[config.mk]
export PLATFORM = sky130hd
export DESIGN_NAME = adc_pwm_config_regs
export DESIGN_NICKNAME = d
export VERILOG_FILES = /design/src/rtl/avs_handshake.v /design/src/rtl/adc_pwm_config_regs.v
export VERILOG_INCLUDE_DIRS = /design/src /design/src/rtl
export SDC_FILE = /design/constraint.sdc
export NUM_CORES = 1
export LEC_CHECK = 0
export BUFFER_PORTS_ARGS = -buffer_cell sky130_fd_sc_hd__buf_4
export CAP_MARGIN = 25
export CORE_UTILIZATION = 30
export CTS_CLUSTER_SIZE = 40
export DETAILED_ROUTE_END_ITERATION = 8
export SLEW_MARGIN = 0
export SYNTH_ARGS = -nofsm -noshare
export SYNTH_HDL_FRONTEND = slang
export SYNTH_SLANG_ARGS = --single-unit
[constraint.sdc]
create_clock -name sys_clk_i -period 2.1 [get_ports sys_clk_i]
set_input_delay 0 -clock sys_clk_i [delete_from_list [all_inputs] [get_ports sys_clk_i]]
set_output_delay 0 -clock sys_clk_i [all_outputs]
set_load 0.01 [all_outputs]
[src/rtl/cfg_regs.vh]
/*
 * Constants of the converter and commutation configuration bank:
 * register indices, byte addresses, field positions, reset values.
 * Assumes a 32-bit Avalon-MM slave, one aligned word per register,
 * byte address equal to four times the register index.
 */
// Notes on behaviour
// - converter write replaces all fields at once
// - request bit one injects conversion; reads zero
// - channel select: current, logic, buck, reserved
// - filter enable write one enables; reads zero
// - general depth codes give 8,16,32,64
// - supply depth codes give 32,16,8,1
// - reserved bits always read as zero
// - mode: six, three, single, single Hall
// - freewheel style only in single-input modes
// - brake: low, high, open, alternating
// - recirculation only in single Hall mode
`ifndef CFG_REGS_VH
`define CFG_REGS_VH

// register indices and byte addresses
`define CONV_CFG_IDX        8'h12
`define COMM_CFG_IDX        8'h13
`define STATUS_IDX          8'h20
`define CONV_CFG_ADDR       8'h48
`define COMM_CFG_ADDR       8'h4C
`define STATUS_ADDR         8'h80

// reset values
`define CONV_CFG_RST        16'h0000
`define COMM_CFG_RST        16'h0000

// converter register fields
`define CONV_REQ_BIT        0
`define CONV_CHAN_LSB       1
`define CONV_CHAN_MSB       2
`define CONV_FILT_BIT       3
`define CONV_GEN_LSB        4
`define CONV_GEN_MSB        5
`define CONV_SUP_LSB        6
`define CONV_SUP_MSB        7
`define CONV_USED_MASK      16'h00F6

// commutation register fields
`define COMM_MODE_LSB       0
`define COMM_MODE_MSB       2
`define COMM_FREEW_BIT      3
`define COMM_BRAKE_LSB      4
`define COMM_BRAKE_MSB      5
`define COMM_RECIRC_BIT     6
`define COMM_USED_MASK      16'h007F

// codes
`define CHAN_DIG_CURRENT    2'h0
`define CHAN_LOGIC_REG      2'h1
`define CHAN_BUCK           2'h2
`define CHAN_RESERVED       2'h3
`define MODE_SIX_INPUT      3'h0
`define MODE_THREE_INPUT    3'h1
`define MODE_SINGLE_INPUT   3'h2
`define MODE_SINGLE_HALL    3'h3
`define BRAKE_LOW_SIDE      2'h0
`define BRAKE_HIGH_SIDE     2'h1
`define BRAKE_HIGH_Z        2'h2
`define BRAKE_ALTERNATE     2'h3

// status register fields
`define STAT_PEND_BIT       0
`define STAT_FILT_BIT       1
`define STAT_ALT_BIT        2
`define STAT_MODE_OK_BIT    3
`define STAT_CHAN_OK_BIT    4

`endif

[src/rtl/avs_handshake.v]
/*
 * Avalon-MM waitrequest sequencer for a single-word register slave.
 * Assumes the master holds read or write steady until it sees
 * waitrequest low; every access costs exactly one wait cycle.
 */
`timescale 1ns/1ns
module avs_handshake (
	input  wire sys_clk_i,
	input  wire srst_i,
	input  wire read_i,
	input  wire write_i,
	output wire waitrequest_o,
	output wire capture_o,
	output wire accept_o
);
	reg  ack_reg;
	reg  ack_next;
	wire req;

	assign req           = read_i | write_i;
	// first cycle: load read data; second cycle: complete
	assign capture_o     = req & ~ack_reg;
	assign accept_o      = req & ack_reg;
	assign waitrequest_o = req & ~ack_reg;

	always @* begin
		ack_next = capture_o;
	end

	always @(posedge sys_clk_i) begin
		if (srst_i) begin
			ack_reg <= 1'b0;
		end else begin
			ack_reg <= ack_next;
		end
	end
endmodule // avs_handshake

[src/rtl/adc_pwm_config_regs.v]
/*
 * Converter and commutation configuration bank with an Avalon-MM
 * register slave, on-demand request holding and decoded controls.
 * Assumes the converter sequencer and the brake logic run on
 * sys_clk_i and give one-cycle pulses conv_taken_i, brake_event_i.
 */
`timescale 1ns/1ns
`include "cfg_regs.vh"
module adc_pwm_config_regs (
	input  wire        sys_clk_i,
	input  wire        srst_i,
	input  wire [7:0]  avs_address_i,
	input  wire        avs_read_i,
	input  wire        avs_write_i,
	input  wire [31:0] avs_writedata_i,
	input  wire [3:0]  avs_byteenable_i,
	output wire [31:0] avs_readdata_o,
	output wire        avs_waitrequest_o,
	input  wire        conv_taken_i,
	input  wire        brake_event_i,
	output wire        od_request_pending_o,
	output wire        od_filter_enable_o,
	output wire [1:0]  od_channel_o,
	output wire        od_channel_valid_o,
	output wire [6:0]  general_depth_o,
	output wire [5:0]  supply_depth_o,
	output wire [2:0]  comm_mode_o,
	output wire        comm_mode_valid_o,
	output wire        six_input_scheme_o,
	output wire        three_input_scheme_o,
	output wire        single_input_scheme_o,
	output wire        hall_scheme_o,
	output wire        diode_freewheel_o,
	output wire [1:0]  brake_cfg_o,
	output wire        brake_low_side_o,
	output wire        brake_high_side_o,
	output wire        brake_high_z_o,
	output wire        alt_recirc_o
);
	reg  [15:0] conv_cfg_reg;
	reg  [15:0] conv_cfg_next;
	reg  [15:0] comm_cfg_reg;
	reg  [15:0] comm_cfg_next;
	reg         pend_reg;
	reg         pend_next;
	reg         filt_reg;
	reg         filt_next;
	reg         alt_high_reg;
	reg         alt_high_next;
	reg  [31:0] rdata_reg;
	reg  [31:0] rdata_next;
	reg  [6:0]  gen_depth_reg;
	reg  [5:0]  sup_depth_reg;
	reg         chan_ok_reg;
	reg         mode_ok_reg;
	reg  [3:0]  scheme_reg;
	reg         diode_reg;
	reg  [2:0]  brake_side_reg;
	reg         recirc_reg;
	reg  [6:0]  gen_depth_next;
	reg  [5:0]  sup_depth_next;
	reg  [3:0]  scheme_next;
	reg  [2:0]  brake_side_next;
	wire        capture;
	wire        accept;
	wire        sel_conv;
	wire        sel_comm;
	wire        sel_stat;
	wire        wr_conv;
	wire        wr_comm;
	wire [1:0]  chan;
	wire [2:0]  mode;
	wire [1:0]  brake;
	wire        single_mode;
	wire [15:0] status_word;

	avs_handshake u_hs (
		.sys_clk_i     (sys_clk_i),
		.srst_i        (srst_i),
		.read_i        (avs_read_i),
		.write_i       (avs_write_i & ~avs_read_i),
		.waitrequest_o (avs_waitrequest_o),
		.capture_o     (capture),
		.accept_o      (accept)
	);

	// address decode, full byte address
	assign sel_conv = (avs_address_i == `CONV_CFG_ADDR);
	assign sel_comm = (avs_address_i == `COMM_CFG_ADDR);
	assign sel_stat = (avs_address_i == `STATUS_ADDR);
	assign wr_conv  = accept & avs_write_i & ~avs_read_i & sel_conv;
	assign wr_comm  = accept & avs_write_i & ~avs_read_i & sel_comm;

	assign chan  = conv_cfg_reg[`CONV_CHAN_MSB:`CONV_CHAN_LSB];
	assign mode  = comm_cfg_reg[`COMM_MODE_MSB:`COMM_MODE_LSB];
	assign brake = comm_cfg_reg[`COMM_BRAKE_MSB:`COMM_BRAKE_LSB];
	assign single_mode = (mode == `MODE_SINGLE_INPUT) |
		(mode == `MODE_SINGLE_HALL);

	// converter register: whole-word replacement
	always @* begin
		conv_cfg_next = conv_cfg_reg;
		if (wr_conv) begin
			// a disabled low lane leaves the fields at reset value
			conv_cfg_next = `CONV_CFG_RST;
			if (avs_byteenable_i[0]) begin
				// write-only bits are not stored, so they read 0
				conv_cfg_next = avs_writedata_i[15:0] &
					`CONV_USED_MASK;
			end
		end
	end

	// commutation register: per-lane write, reserved bits dropped
	always @* begin
		comm_cfg_next = comm_cfg_reg;
		if (wr_comm && avs_byteenable_i[0]) begin
			comm_cfg_next = avs_writedata_i[15:0] &
				`COMM_USED_MASK;
		end
	end

	// on-demand request held until the sequencer takes it
	always @* begin
		pend_next = pend_reg;
		filt_next = filt_reg;
		if (conv_taken_i) begin
			pend_next = 1'b0;
			filt_next = 1'b0;
		end
		// a new request in the taking cycle wins over the clear
		if (wr_conv && avs_byteenable_i[0]) begin
			if (avs_writedata_i[`CONV_REQ_BIT]) begin
				pend_next = 1'b1;
			end
			if (avs_writedata_i[`CONV_FILT_BIT]) begin
				filt_next = 1'b1;
			end
		end
	end

	// alternating brake side flips on each braking event
	always @* begin
		alt_high_next = alt_high_reg;
		if (brake != `BRAKE_ALTERNATE) begin
			alt_high_next = 1'b0;
		end else if (brake_event_i) begin
			alt_high_next = ~alt_high_reg;
		end
	end

	// averaging depths
	always @* begin
		case (conv_cfg_reg[`CONV_GEN_MSB:`CONV_GEN_LSB])
		2'h0: gen_depth_next = 7'h08;
		2'h1: gen_depth_next = 7'h10;
		2'h2: gen_depth_next = 7'h20;
		default: gen_depth_next = 7'h40;
		endcase
		case (conv_cfg_reg[`CONV_SUP_MSB:`CONV_SUP_LSB])
		2'h0: sup_depth_next = 6'h20;
		2'h1: sup_depth_next = 6'h10;
		2'h2: sup_depth_next = 6'h08;
		default: sup_depth_next = 6'h01;
		endcase
	end

	// commutation scheme and brake decode
	always @* begin
		case (mode)
		`MODE_SIX_INPUT: scheme_next = 4'h1;
		`MODE_THREE_INPUT: scheme_next = 4'h2;
		`MODE_SINGLE_INPUT: scheme_next = 4'h4;
		`MODE_SINGLE_HALL: scheme_next = 4'h8;
		default: scheme_next = 4'h0;
		endcase
		// {high_z, high_side, low_side}
		case (brake)
		`BRAKE_LOW_SIDE: brake_side_next = 3'h1;
		`BRAKE_HIGH_SIDE: brake_side_next = 3'h2;
		`BRAKE_HIGH_Z: brake_side_next = 3'h4;
		default: brake_side_next = alt_high_reg ? 3'h2 : 3'h1;
		endcase
	end

	assign status_word = {11'h000,
		chan != `CHAN_RESERVED,
		mode[2] == 1'b0,
		alt_high_reg,
		filt_reg,
		pend_reg};

	// read data, loaded in the wait cycle and held to completion
	always @* begin
		rdata_next = rdata_reg;
		if (capture) begin
			rdata_next = 32'h0000_0000;
			if (sel_conv) begin
				rdata_next = {16'h0000, conv_cfg_reg};
			end else if (sel_comm) begin
				rdata_next = {16'h0000, comm_cfg_reg};
			end else if (sel_stat) begin
				rdata_next = {16'h0000, status_word};
			end
		end
	end

	always @(posedge sys_clk_i) begin
		if (srst_i) begin
			conv_cfg_reg   <= `CONV_CFG_RST;
			comm_cfg_reg   <= `COMM_CFG_RST;
			pend_reg       <= 1'b0;
			filt_reg       <= 1'b0;
			alt_high_reg   <= 1'b0;
			rdata_reg      <= 32'h0000_0000;
			gen_depth_reg  <= 7'h08;
			sup_depth_reg  <= 6'h20;
			chan_ok_reg    <= 1'b1;
			mode_ok_reg    <= 1'b1;
			scheme_reg     <= 4'h1;
			diode_reg      <= 1'b0;
			brake_side_reg <= 3'h1;
			recirc_reg     <= 1'b0;
		end else begin
			conv_cfg_reg   <= conv_cfg_next;
			comm_cfg_reg   <= comm_cfg_next;
			pend_reg       <= pend_next;
			filt_reg       <= filt_next;
			alt_high_reg   <= alt_high_next;
			rdata_reg      <= rdata_next;
			gen_depth_reg  <= gen_depth_next;
			sup_depth_reg  <= sup_depth_next;
			chan_ok_reg    <= (chan != `CHAN_RESERVED);
			mode_ok_reg    <= (mode[2] == 1'b0);
			scheme_reg     <= scheme_next;
			diode_reg      <= single_mode &
				comm_cfg_reg[`COMM_FREEW_BIT];
			brake_side_reg <= brake_side_next;
			recirc_reg     <= (mode == `MODE_SINGLE_HALL) &
				comm_cfg_reg[`COMM_RECIRC_BIT];
		end
	end

	assign avs_readdata_o        = rdata_reg;
	assign od_request_pending_o  = pend_reg;
	assign od_filter_enable_o    = filt_reg;
	assign od_channel_o          = chan;
	assign od_channel_valid_o    = chan_ok_reg;
	assign general_depth_o       = gen_depth_reg;
	assign supply_depth_o        = sup_depth_reg;
	assign comm_mode_o           = mode;
	assign comm_mode_valid_o     = mode_ok_reg;
	assign six_input_scheme_o    = scheme_reg[0];
	assign three_input_scheme_o  = scheme_reg[1];
	assign single_input_scheme_o = scheme_reg[2];
	assign hall_scheme_o         = scheme_reg[3];
	assign diode_freewheel_o     = diode_reg;
	assign brake_cfg_o           = brake;
	assign brake_low_side_o      = brake_side_reg[0];
	assign brake_high_side_o     = brake_side_reg[1];
	assign brake_high_z_o        = brake_side_reg[2];
	assign alt_recirc_o          = recirc_reg;
endmodule // adc_pwm_config_regs

==> impl_metrics.json <==
{
  "power.density_nw_per_um2": 687,
  "rrSetupSlack_ns": 0.66,
  "seq_power_share_pct": 49.0,
  "finalCritPeriodShare_pct": 68.5,
  "dp_hpwl_mm": 2.96,
  "syn_area_um2": 1910,
  "clkPwrFrac_pct": 43.4,
  "die_area_um2": 6680,
  "grt_max_degree": 41,
  "synth-async-reset-ratio_pct": 0,
  "synth_compound_area_share_pct": 9.71,
  "drt-initial-drc-count": 49,
  "total_power_mw": 1.70,
  "p_sw_uw": 347,
  "synth_ff_type": "dfxtp_1",
  "cap_violations": 0,
  "power_leakage_nw": 1.06,
  "tritoncts": "done",
  "synth_fa_ha_area_share_pct": 0,
  "clk_latency_ns": 0.30,
  "intPower_mw": 1.36,
  "synth-simple-area-share_pct": 21.6,
  "wl_per_cell_um": 12.3,
  "grt_pass1_wl_mm": 6.37,
  "drtPass1Iterations": 4,
  "synth_top_family_by_area": "simple AND/OR/NAND/NOR gates",
  "comb_power_share_pct": 7.5,
  "detail-route-antenna-nets": 0,
  "port_buffers": 59,
  "hold_viol": 0,
  "grt_pass1_vias": 1335,
  "largest_reg_flops": 8,
  "muxShareOfSynthArea_pct": 4.72,
  "layout.nets": 313,
  "cts_resized": 0,
  "antenna_found_initial": 0,
  "utilization_pct": 41.2,
  "grt-ovfl-total": 0,
  "cp-end-kind": "flop",
  "die_w_um": 81.7,
  "fmax_ghz": 0.696,
  "vias": 1499,
  "layout_common_cells": "buf_4, dfxtp_1, conb_1",
  "root_buffer": "clkbuf_8",
  "finalSetupTns_ns": 0,
  "drive_gt1_share_pct": 27.8,
  "drc": 0,
  "cts_buffers": 5,
  "start_util_pct": 31.6,
  "crit_arrival_ns": 1.61,
  "insertedDiodeCount": 0,
  "netSwitchingFraction_pct": 20.4,
  "track_usage_pct": 12.8,
  "synth_edf_count": 0,
  "relSlewSlack_pct": 62.8,
  "synth_xor_area_share_pct": 0.459,
  "min_period_ns": 1.44,
  "ys_seq_elements": 44,
  "worst_clock_skew_ns": 0.0131,
  "drt_wl_total_mm": 4.14,
  "crit_type": "reg -> reg",
  "fin_cells": 338,
  "core_area_um2": 6030,
  "clock-sinks": 44,
  "fp.dieH_um": 81.7,
  "final_common_cell": "buf_4",
  "critPathMaxFanout": 6,
  "slew_viol_final": 0,
  "hold_path_class": "in -> reg",
  "synth_cells": 202,
  "setup_viol": 0,
  "htree_levels": 2,
  "placed_cells": 321,
  "ys_types": 39,
  "clockBufferDepth": 2,
  "ir_worst_vdd_mv": 0.471,
  "cp.required_ns": 2.27,
  "via_per_inst": 4.43,
  "seq_area_frac_synth_pct": 46.2,
  "yosysWarnings": 0,
  "critPathLaunchType": "flop",
  "syn_to_final_growth_pct": 30.1,
  "worst_pin_slew_ns": 0.550,
  "status": "finished clean",
  "syn_avg_cell_area_um2": 9.44,
  "globalplace.congestion": 0.752,
  "num_rows": 28,
  "clk_pin_slew_ns": 0.09,
  "rsz0062_at_grt": "false",
  "ios": 116
}
==> per-stage QoR <==
| step | hold WS [ns] | cell area [µm²] | worst slack [ns] |
|---|---|---|---|
| after floorplan | 0.0899 | 2010 | 0.532 |
| after global placement | 0.247 | 2250 | 0.459 |
| after detailed placement | 0.253 | 2250 | 0.434 |
| after CTS | 0.0205 | 2480 | 0.661 |
| after global routing | 0.0492 | 2480 | 0.546 |
| final | 0.0247 | 2480 | 0.662 |
==> cells by family (layout without fill, tap and decap cells) <==
group,after synthesis,in the layout
other,1,29
buffers and inverters,49,82
AND/OR/NAND/NOR,69,69
multiplexers,9,9
flip-flops,44,44
AO/OA/AOI/OAI,29,29
XOR/XNOR,1,1
==> cell type report <==
class                   count  area, µm²
multi-input cells         137        805
well taps                  75       93.8
repair buffers             71        558
clock buffers               5       68.8
flip-flops and latches     44        881
inverters                   4       15.0
clock inverters             2       60.1
fillers                   610       3540
==> power groups by stage <==
stage          Clock, mW  Combinational, mW  Sequential [mW]
2_1_floorplan          0              0.104            0.855
3_3_place_gp           0              0.112            0.855
3_5_place_dp           0              0.113            0.856
4_1_cts            0.755              0.128            0.836
5_1_grt            0.788              0.140            0.836
6_report           0.740              0.128            0.836
==> Yosys cell counts, types with 3 or more instances <==
cell type,number,area [µm²]
dfxtp_1,44,881
clkbuf_1,6,22.5
nand2b_1,3,18.8
nand3_1,8,40.0
inv_1,3,11.3
nand2_1,11,41.3
mux2i_1,9,90.1
o21bai_1,3,22.5
nor2_1,19,71.3
nor3b_1,5,37.5
nand3b_1,3,22.5
a21oi_1,16,80.1
nor4b_1,3,26.3
buf_4,36,270
==> path summary, 6_finish.rpt <==
path | startpoint | endpoint | cells after the start
min reg2reg | avs_readdata_o[1] | avs_readdata_o[1] | 2
min | avs_byteenable_i[0] | conv_cfg_reg[7] | 3
max reg2reg | u_hs.ack_reg | conv_cfg_reg[1] | 4
max | u_hs.ack_reg | conv_cfg_reg[1] | 4
==> timing repair <==
| item | 4_1_cts | 5_1_grt |
|---|---|---|
| setup endpoints to repair | 0 | 0 |
| setup buffers | 0 | 0 |
| hold buffers | 10 | 0 |
| hold endpoints to repair | 16 | 0 |
==> worst max-delay path, stage by stage, from the launching register on <==
cell,delay [ns]
dfxtp_1,0.33
nand3b_1,0.20
or4_1,0.59
nand2_1,0.13
a21oi_1,0.06
==> per-layer routing <==
layer	global-route usage (%)	up-vias	wire length, µm
li1	-	751	-
met4	4.74	0	46
met5	0	-	0
met2	20.7	65	1900
met1	15.6	679	1820
met3	4.67	4	376
Power figures use the tool's default switching activity.
